===== config.mk =====
export PLATFORM = sky130hd
export DESIGN_NAME = sram_host_port
export DESIGN_NICKNAME = d
export VERILOG_FILES = /design/src/shared/sram_port_pkg.sv /design/src/rtl/sram_host_port.sv /design/src/rtl/sram_phase_timer.sv
export SDC_FILE = /design/constraint.sdc
export NUM_CORES = 1
export LEC_CHECK = 0
export CORE_ASPECT_RATIO = 0.5
export CORE_MARGIN = 2
export CORE_UTILIZATION = 40
export DETAILED_ROUTE_END_ITERATION = 8
export DONT_BUFFER_PORTS = 1
export GPL_TIMING_DRIVEN = 0
export PLACE_DENSITY = 0.62
export SYNTH_ARGS = -nofsm -noshare
export SYNTH_HDL_FRONTEND = slang
export SYNTH_SLANG_ARGS = --single-unit

===== constraint.sdc =====
create_clock -name i_clk -period 2.49 [get_ports i_clk]
set_clock_uncertainty 0.2 [all_clocks]
set_input_delay 0.3735 -clock i_clk [delete_from_list [all_inputs] [get_ports i_clk]]
set_output_delay 0.3735 -clock i_clk [all_outputs]
set_load 0.02 [all_outputs]

===== src/shared/sram_port_pkg.sv =====
// Purpose: Shared constants for the static RAM host port controller.
// Assumes: One 40 MHz clock, period 25 ns.
// Notes:   Times are in ns; cycle counts derive from them.
package sram_port_pkg;
    localparam int unsigned CLK_PERIOD_NS           = 25;   // Clock period in ns.
    localparam int unsigned ADDR_WIDTH              = 17;   // Address inputs of the RAM.
    localparam int unsigned DATA_WIDTH              = 8;    // Data byte width.
    localparam int unsigned WORD_COUNT              = 131072; // Words held by the RAM.
    localparam int unsigned READ_ACCESS_NS          = 15;   // Address and select access time.
    localparam int unsigned GATE_ACCESS_NS          = 8;    // Output gate to valid data.
    localparam int unsigned DESELECT_TO_FLOAT_NS    = 8;    // Deselect to high impedance.
    localparam int unsigned STROBE_TO_FLOAT_NS      = 8;    // Strobe low to high impedance.
    localparam int unsigned DATA_HOLD_ADDR_NS       = 4;    // Old data held after address change.
    localparam int unsigned WRITE_PULSE_NS          = 12;   // Least strobe low time.
    localparam int unsigned ADDR_TO_END_NS          = 12;   // Address and selects before write end.
    localparam int unsigned DATA_VALID_BEFORE_END_NS = 8;   // Write data before write end.
    localparam int unsigned END_TO_DRIVE_NS         = 3;    // RAM redrive after write end.
    localparam int unsigned DESELECT_TO_STANDBY_NS  = 15;   // Deselect to standby.

    // Rounds a least time up to whole cycles, at least one.
    function automatic int unsigned min_cycles(input int unsigned ns);
        int unsigned c;
        c = (ns + CLK_PERIOD_NS - 1) / CLK_PERIOD_NS;
        return (c == 0) ? 1 : c;
    endfunction

    // Read wait covers access time plus two cycles for the later synchroniser stages.
    localparam int unsigned READ_WAIT_CYCLES  = min_cycles(READ_ACCESS_NS) + 2;
    // Strobe low time covers float plus data valid, the gate-low case.
    localparam int unsigned WRITE_LOW_CYCLES  = min_cycles(STROBE_TO_FLOAT_NS + DATA_VALID_BEFORE_END_NS);
    // Float time after a read before the host drives data.
    localparam int unsigned FLOAT_CYCLES      = min_cycles(DESELECT_TO_FLOAT_NS);
    localparam int unsigned COUNT_WIDTH       = 4;      // Width of the phase counter.
endpackage


===== src/rtl/sram_host_port.sv =====
// Purpose: Host controller that drives an asynchronous two-select static RAM.
// Assumes: 40 MHz clock; read data is sampled through three flip-flops.
// Notes:   One request at a time; o_ready high means a request can be taken.
// Notes on behaviour
// - Address changes only while strobe high, deselected.
// - Recovery counted from the first ending edge.
// - No write data while RAM still drives.
// - Both selects stay active through data valid.
// - Strobe low at least float plus data valid.
// - Strobe held high for every read.
// - Address and selects valid before write end.
// - Write data valid before end, zero hold.
`timescale 1ns/10ps
`default_nettype none
module sram_host_port #(
    parameter int unsigned ADDR_WIDTH = sram_port_pkg::ADDR_WIDTH,
    parameter int unsigned DATA_WIDTH = sram_port_pkg::DATA_WIDTH
) (
    input  wire logic                  i_clk,
    input  wire logic                  i_rst,
    input  wire logic                  i_req,
    input  wire logic                  i_write,
    input  wire logic [ADDR_WIDTH-1:0] i_addr,
    input  wire logic [DATA_WIDTH-1:0] i_wdata,
    output logic                       o_ready,
    output logic                       o_rvalid,
    output logic [DATA_WIDTH-1:0]      o_rdata,
    output logic [ADDR_WIDTH-1:0]      o_sram_addr,
    output logic                       o_select_active_low_n,
    output logic                       o_select_active_high,
    output logic                       o_gate_n,
    output logic                       o_strobe_n,
    input  wire logic [DATA_WIDTH-1:0] i_sram_data,
    output logic [DATA_WIDTH-1:0]      o_sram_data,
    output logic                       o_sram_data_oe
);
    localparam int unsigned CW = sram_port_pkg::COUNT_WIDTH;

    // Cycle phases, one request per pass.
    typedef enum logic [2:0] {
        ST_IDLE   = 3'b000,  // Deselected, waiting for a request.
        ST_RDWAIT = 3'b001,  // Selected read, waiting for access time.
        ST_RDEND  = 3'b010,  // Deselect and let the RAM float.
        ST_WRLOW  = 3'b011,  // Strobe low, data driven.
        ST_WREND  = 3'b100   // Write ended, recovery before next request.
    } phase_t;

    phase_t                  state_reg,  state_next;   // Controller phase.
    logic [ADDR_WIDTH-1:0]   addr_reg,   addr_next;    // Latched address pins.
    logic [DATA_WIDTH-1:0]   wdata_reg,  wdata_next;   // Latched write byte.
    logic [DATA_WIDTH-1:0]   rdata_reg,  rdata_next;   // Captured read byte.
    logic                    rvalid_reg, rvalid_next;  // Read result pulse.
    logic                    sel_reg,    sel_next;     // Both selects active.
    logic                    gate_reg,   gate_next;    // Output gate active.
    logic                    strobe_reg, strobe_next;  // Write strobe active.
    logic                    oe_reg,     oe_next;      // Host drives data pins.
    logic [DATA_WIDTH-1:0]   sync1_reg, sync2_reg, sync3_reg; // Read data synchroniser.
    logic                    timer_load;               // Starts a phase timer.
    logic [CW-1:0]           timer_value;              // Length of the phase.
    logic                    timer_done;               // Phase time has passed.

    // Times each phase in whole clock cycles.
    sram_phase_timer #(
        .WIDTH   (CW)
    ) u_timer (
        .i_clk   (i_clk),
        .i_rst   (i_rst),
        .i_load  (timer_load),
        .i_value (timer_value),
        .o_done  (timer_done)
    );

    // Computes the next phase and pin values.
    always_comb
    begin
        state_next  = state_reg;
        addr_next   = addr_reg;
        wdata_next  = wdata_reg;
        rdata_next  = rdata_reg;
        rvalid_next = 1'b0;
        sel_next    = sel_reg;
        gate_next   = gate_reg;
        strobe_next = strobe_reg;
        oe_next     = oe_reg;
        timer_load  = 1'b0;
        timer_value = '0;
        case (state_reg)
            ST_IDLE:
            begin
                // Idle keeps the RAM deselected in standby.
                if (i_req && timer_done)
                begin
                    // Address moves only while deselected.
                    addr_next  = i_addr;
                    sel_next   = 1'b1;
                    timer_load = 1'b1;
                    if (i_write)
                    begin
                        // Strobe falls with select, gate stays high, so the RAM floats.
                        wdata_next  = i_wdata;
                        strobe_next = 1'b1;
                        gate_next   = 1'b0;
                        oe_next     = 1'b1;
                        timer_value = CW'(sram_port_pkg::WRITE_LOW_CYCLES);
                        state_next  = ST_WRLOW;
                    end
                    else
                    begin
                        // Read with strobe high and gate low.
                        strobe_next = 1'b0;
                        gate_next   = 1'b1;
                        timer_value = CW'(sram_port_pkg::READ_WAIT_CYCLES);
                        state_next  = ST_RDWAIT;
                    end
                end
            end
            ST_RDWAIT:
            begin
                // Data valid after access and gate times; sampled via synchroniser.
                // The byte counts only once the last two synchroniser stages agree.
                if (timer_done && (sync2_reg == sync3_reg))
                begin
                    // Address held steady until capture, so hold time is moot.
                    rdata_next  = sync3_reg;
                    rvalid_next = 1'b1;
                    sel_next    = 1'b0;
                    gate_next   = 1'b0;
                    timer_load  = 1'b1;
                    timer_value = CW'(sram_port_pkg::FLOAT_CYCLES);
                    state_next  = ST_RDEND;
                end
            end
            ST_RDEND:
            begin
                // Wait for the RAM to float after deselect.
                state_next = ST_IDLE;
            end
            ST_WRLOW:
            begin
                // Selects, address and data held until the strobe rises.
                if (timer_done)
                begin
                    strobe_next = 1'b0;
                    state_next  = ST_WREND;
                end
            end
            ST_WREND:
            begin
                // Strobe rose first; deselect and stop driving a cycle later.
                sel_next   = 1'b0;
                oe_next    = 1'b0;
                state_next = ST_IDLE;
            end
            default:
            begin
                state_next  = ST_IDLE;
                sel_next    = 1'b0;
                gate_next   = 1'b0;
                strobe_next = 1'b0;
                oe_next     = 1'b0;
            end
        endcase
    end

    // Registers phase and pins; RAM itself needs no clock.
    always_ff @(posedge i_clk)
    begin
        if (i_rst)
        begin
            state_reg  <= ST_IDLE;
            addr_reg   <= '0;
            wdata_reg  <= '0;
            rdata_reg  <= '0;
            rvalid_reg <= 1'b0;
            sel_reg    <= 1'b0;
            gate_reg   <= 1'b0;
            strobe_reg <= 1'b0;
            oe_reg     <= 1'b0;
            sync1_reg  <= '0;
            sync2_reg  <= '0;
            sync3_reg  <= '0;
        end
        else
        begin
            state_reg  <= state_next;
            addr_reg   <= addr_next;
            wdata_reg  <= wdata_next;
            rdata_reg  <= rdata_next;
            rvalid_reg <= rvalid_next;
            sel_reg    <= sel_next;
            gate_reg   <= gate_next;
            strobe_reg <= strobe_next;
            oe_reg     <= oe_next;
            sync1_reg  <= i_sram_data;
            sync2_reg  <= sync1_reg;
            sync3_reg  <= sync2_reg;
        end
    end

    assign o_ready               = (state_reg == ST_IDLE) && timer_done;
    assign o_rvalid              = rvalid_reg;
    assign o_rdata               = rdata_reg;
    assign o_sram_addr           = addr_reg;
    assign o_select_active_low_n = !sel_reg;
    assign o_select_active_high  = sel_reg;
    assign o_gate_n              = !gate_reg;
    assign o_strobe_n            = !strobe_reg;
    assign o_sram_data           = wdata_reg;
    assign o_sram_data_oe        = oe_reg;
endmodule
`default_nettype wire


===== src/rtl/sram_phase_timer.sv =====
// Purpose: Down counter that times each phase of a RAM cycle.
// Assumes: Load and count come from the controller on the same clock.
// Notes:   o_done is high while the count is zero.
`timescale 1ns/10ps
`default_nettype none
module sram_phase_timer #(
    parameter int unsigned WIDTH = 4
) (
    input  wire logic             i_clk,
    input  wire logic             i_rst,
    input  wire logic             i_load,
    input  wire logic [WIDTH-1:0] i_value,
    output logic                  o_done
);
    logic [WIDTH-1:0] count_reg;   // Cycles left in the phase.
    logic [WIDTH-1:0] count_next;  // Next count.

    // Loads a new phase length or counts down to zero.
    always_comb
    begin
        count_next = count_reg;
        if (i_load)
        begin
            count_next = i_value;
        end
        else if (count_reg != '0)
        begin
            count_next = count_reg - 1'b1;
        end
    end

    // Registers the count.
    always_ff @(posedge i_clk)
    begin
        if (i_rst)
        begin
            count_reg <= '0;
        end
        else
        begin
            count_reg <= count_next;
        end
    end

    // Done depends on the count alone, so a load taken on done cannot loop back into it.
    assign o_done = (count_reg == '0);
endmodule
`default_nettype wire


After elaboration in Yosys (flattened, before gate mapping)
Index checks and enable logic that the tools add are counted.
{"block": "classes", "n_addsub": 1, "n_mul": 0, "div": 0, "magnitude_cmp": 0, "eq_ne": 9, "shifts": 0, "muxes": 27, "bitwise_logic": 5, "n_reduce_logical": 23}
{"op": "$reduce_and A3 Y1", "n": 6}
{"op": "$mux W1", "n": 12}
{"op": "$mux W3", "n": 3}
{"op": "$pmux W1 S3", "n": 3}
{"op": "$pmux W3 S3", "n": 1}
{"op": "$reduce_or A3 Y1", "n": 3}
{"op": "$eq A8 B8 Y1", "n": 1}
{"op": "$mux W4", "n": 2}
{"op": "$ne A2 B2 Y1 const B", "n": 4}
{"op": "$eq A3 B2 Y1 const B", "n": 2}
{"op": "$mux W2", "n": 3}
{"op": "$not A1 Y1", "n": 5}
{"op": "$logic_not A4 Y1", "n": 1}
{"op": "$pmux W1 S2", "n": 2}
{"op": "$pmux W2 S2", "n": 1}
{"op": "$reduce_and A2 Y1", "n": 2}
{"op": "$reduce_bool A4 Y1", "n": 1}
{"op": "$reduce_or A2 Y1", "n": 2}
{"op": "$sub A4 B1 Y4 const B", "n": 1}
{"op": "$eq A3 B1 Y1 const B", "n": 1}
{"op": "$eq A3 B3 Y1 const B", "n": 1}
{"op": "$logic_and A1 B1 Y1", "n": 3}
{"op": "$logic_not A1 Y1", "n": 3}
{"op": "$logic_not A3 Y1", "n": 1}
{"op": "$reduce_bool A2 Y1", "n": 1}
{"block": "word_totals", "register_bits": 69, "latchBits": 0, "ram_bits": 0, "romBits": 0, "inputBits": 37, "output_inout_bits": 40, "wordCells": 78, "memories": 0}

Logic depth before layout (Yosys ltp)
{"block": "logic_depth", "depth_word": 5, "ltp_mapped": 8, "mapped_depth_nobuf": 7}

Hierarchy
From an unflattened synthesis, not the netlist that was laid out.
{"block": "unflattened", "hier_cells": 291, "area_unflattened_um2": 2691.3}
{"module": "sram_host_port", "n_inst": 1, "cells_each": 267, "area_each_um2": 2462.4}
{"module": "sram_phase_timer", "n_inst": 1, "cells_each": 24, "area_each_um2": 229.0}

Least setup slack after synthesis
OpenSTA, ideal clock, no wires.
{"block": "synth_timing", "path_type": "register to register", "from": "reg u_timer.count_reg[0]", "to": "reg gate_reg", "t_arrival_ns": 1.747, "setup_slack_ns": 0.422, "path_stages_with_launch": 8, "period_less_slack_ns": 2.068, "cell_sequence": "dfxtp_1 -> inv_1 -> ha_1 -> or3b_4 -> nor3_4 -> and3_1 -> a21oi_1 -> mux2_4"}
{"block": "synth_between", "elab_chain_cells": 4, "elab_cells_between_ends": 6, "cone_classes": "eq/ne (2); reduce/logical (4)"}
{"element": "start, declared", "line": "sram_phase_timer.sv:15", "source": "logic [WIDTH-1:0] count_reg;"}
{"element": "start signal, assigned", "line": "sram_phase_timer.sv:41", "source": "count_reg <= count_next;"}
{"element": "$logic_not A4 Y1 *", "line": "sram_phase_timer.sv:46", "source": "assign o_done = (count_reg == '0);"}
{"element": "$logic_and A1 B1 Y1 (on tied branches)", "line": "sram_host_port.sv:121, sram_host_port.sv:91"}
{"element": "$ne A2 B2 Y1 (no source line)"}
{"element": "$reduce_and A3 Y1 (no source line) *"}
{"element": "end signal, assigned", "line": "sram_host_port.sv:191", "source": "gate_reg <= gate_next;"}
{"element": "end, declared", "line": "sram_host_port.sv:54", "source": "logic gate_reg, gate_next;"}
Every way passes the cells marked *; elsewhere a longest branch is shown, timed or not.
A chain may end at the register's enable or synchronous reset.

Final worst setup path
{"block": "layout_timing", "from": "reg u_timer.count_reg[0]", "to": "out o_ready"}
{"block": "layout_between", "elab_chain_cells": 2}
{"element": "$logic_not A4 Y1", "line": "sram_phase_timer.sv:46"}
{"element": "$logic_and A1 B1 Y1", "line": "sram_host_port.sv:200", "source": "assign o_ready = (state_reg == ST_IDLE) && timer_done;"}
{"element": "end, declared", "line": "sram_host_port.sv:25", "source": "output logic o_ready,"}
No other way between the ends.

==> run_results.csv <==
group,metric,value,unit
setup_path,crit_family,"simple AND/OR/NAND/NOR gates",
final_layout,fin_cells,413,
final_layout,regArea,0.00138,mm2
pwr,p_leak,1.33,nW
detailed_routing,drc,0,
sta,tightestPinTransition,581,ps
detailed_routing,vias,1988,
global_routing,overflow,0,
global_routing,grt_pass1_wl,8510,um
logic_synthesis,synth_nets,315,
floorplan,io_pins,77,
sta,drv_slew,0,
logic_synthesis,yosysMostFrequentCell,"dfxtp_1",
floorplan,die_w,116,um
detailed_routing,drtIter0Drc,61,
global_routing,grt_max_degree,13,
detailed_routing,wl_per_cell,13.4,um
setup_path,r2r_slack,200,ps
status,outcome,"finished clean",
final_layout,antennaDiodeCount,0,
logic_synthesis,synth_top_area_share,55.0,%
min_path,hp-start,"i_wdata[7]",
cts,cts_buffers,9,
sta,max-slew-margin-rel,61.2,%
setup_path,r2r-start,"u_timer.count_reg[0]",
setup_path,critical-path-max-stage-delay,450,ps
min_path,hold_class,"input pin to register",
global_routing,grt_antenna_before_repair,0,
cts,clockBufferDepth,2,
logic_synthesis,synth_warnings,0,
detailed_routing,viasPerCell,4.81,
logic_synthesis,synth_seq_cells,69,
floorplan,row_count,20,
setup_path,cp_max_fo,6,
logic_synthesis,yosys-top-cells-area,"dfxtp_1, nand2_1, a21oi_1",
setup_path,crit_path_end_kind,"output port",
logic_synthesis,synthArstFlopShare,0,%
cts,clockRootBuffer,"clkbuf_16",
logic_synthesis,synth_top_area_cell,"dfxtp_1",
logic_synthesis,synth-edff-count,0,
setup_path,cp.arrival,1730,ps
logic_synthesis,synth_cells,277,
floorplan,chipHeight,60.0,um
cts,cts_max_level,3,
setup_path,path_cells,"inv_1 -> ha_1 -> or3b_4 -> nor2_1",
cts,clk_pin_slew,50,ps
sta,post-route-period-util,92.7,%
min_path,whs_endpoint,"o_sram_data[7]",
final_layout,multi_input_area,0.00104,mm2
global_routing,track_usage,16.9,%
logic_synthesis,netlist_area,0.00251,mm2
setup_path,crit_type,"register to output port",
place,dpl_cell_area,0.00262,mm2
setup_path,r2r_end,"u_timer.count_reg[1]",
final_layout,final_cell_area,0.00327,mm2
global_routing,first_global_vias,1858,
sta,hold_viol_final,0,
place,gp_congestion,0.841,
sta,post-route-min-period,2310,ps
setup_path,path_buf_inv,1,
logic_synthesis,ys_top_cells_by_count,"dfxtp_1, nand2_1, a21oi_1",
sta,fin_tns_setup,0,ps
cts,cts.sinks,69,
cts,post_cts_resized,0,
sta,rsz0062_at_grt,"no",
sta,fin_ws,183,ps
sta,fmax,0.433,GHz
cts,clk_latency,330,ps
global_routing,grt_util_met1,18.0,%
floorplan,fp.coreArea,0.00606,mm2
place,dpl_worst_slack,213,ps
final_layout,nets,358,
floorplan,initial_core_util,41.4,%
detailed_routing,dr.pass1.iters,4,
global_routing,grt_util_met2,29.2,%
place,post-place-cells,365,
setup_path,r2r_cells,8,
run,max-cap-violations,0,
floorplan,die_area,0.00696,mm2
logic_synthesis,synthDistinctLibCells,35,
final_layout,synthToLayoutAreaGrowth,30.1,%
detailed_routing,wl,5510,um
place,io_buffers,0,
final_layout,largest_reg_flops,17,
cts,post-cts-setup-buffers,0,
setup_path,worstPathRequired,1920,ps
setup_path,crit_slowest_cell,"or3b_4",
logic_synthesis,synth_flop_cell,"dfxtp_1",
global_routing,grt.busiest_layer,"met2",
pwr,ir_drop,400,uV
place,place.detailed.hpwl,3700,um
final_layout,drive_gt1_share,8.00,%
pwr,power.density,1110,mW/mm2
logic_synthesis,synth_seq_area_share,55.0,%
min_path,min_path_cells,2,
sta,finalSetupViolCount,0,
cts,cts_tree,"done",
global_routing,met3_usage,7.20,%
setup_path,startpoint_type,"register",
sta,whs,10.7,ps
logic_synthesis,postSynthAreaPerCell,9.06,um2
detailed_routing,antenna_left,0,
final_layout,nFillCells,567,
==> repair_timing <==
action | 4_1_cts | 5_1_grt
hold buffers | 32 | 0
endpoints found under the hold margin | 32 | 0
endpoints found under the setup margin | 0 | 0
==> power by group <==
group	switching [W]	total, W	leakage (nW)	internal (W)
clock	0.000449	0.00136	0.160	0.000907
sequential	0.000219	0.00147	0.564	0.00126
combinational	0.000473	0.000795	0.608	0.000322
==> cells in the final DEF (no fill, tap or decap), drive strengths merged, types with 2 or more instances in the layout <==
cell         instances
dfxtp               69
nand2               47
a21oi               33
dlygate4sd3         32
nor2b               26
nor2                23
clkbuf              19
xor2                 8
nand3                8
mux2i                8
buf                  8
inv                  6
nor3                 6
o21ai                3
nor4                 3
or3                  2
nand3b               2
nand2b               2
nand4                2
a31oi                2
bufinv               2
clkinv               2
==> logic make-up after synthesis <==
| logic type | after synthesis | synth area share [%] |
|---|---|---|
| AO/OA/AOI/OAI | 41 | 8.67 |
| XOR/XNOR | 9 | 3.14 |
| adder cells (fa/ha/maj) | 1 | 0.498 |
| buffers and inverters | 21 | 3.59 |
| flip-flops | 69 | 55.0 |
| multiplexers | 9 | 3.79 |
| AND/OR/NAND/NOR | 127 | 25.3 |
==> worst max-delay path by stage <==
stage / startpoint / to / slack [ps] / cells past startpoint
finish: u_timer.count_reg[0] / o_ready / 180 / 4
global route: u_timer.count_reg[0] / u_timer.count_reg[1] / 0.2 / 8
floorplan: u_timer.count_reg[0] / gate_reg / 420 / 7
global placement: u_timer.count_reg[0] / u_timer.count_reg[1] / 280 / 8
CTS: u_timer.count_reg[0] / o_ready / 160 / 4
detailed placement: u_timer.count_reg[0] / u_timer.count_reg[1] / 210 / 8
==> per-stage QoR <==
| stage | util [%] | power [W] |
|---|---|---|
| 2_1_floorplan | - | 0.00208 |
| 3_3_place_gp | 43.3 | 0.00222 |
| 3_5_place_dp | 43.3 | 0.00225 |
| 4_1_cts | 53.9 | 0.00366 |
| 5_1_grt | 53.9 | 0.00383 |
| 6_report | 53.9 | 0.00362 |
==> layout make-up <==
| cell class | count | area share [%] |
|---|---|---|
| Tap cell | 88 | 3.37 |
| Buffer | 16 | 2.18 |
| Multi-Input combinational cell | 187 | 31.8 |
| Clock inverter | 5 | 2.53 |
| Sequential cell | 69 | 42.3 |
| Inverter | 5 | 0.575 |
| Clock buffer | 11 | 7.43 |
| Timing Repair Buffer | 32 | 9.81 |
==> layer usage <==
| layer | part of all wire, % | up-vias |
|---|---|---|
| met1 | 43 | 912 |
| li1 | - | 1007 |
| met2 | 48 | 60 |
| met5 | 0 | - |
| met4 | 1.9 | 0 |
| met3 | 7.4 | 9 |
No activity file was read; power rests on OpenSTA's default activity.
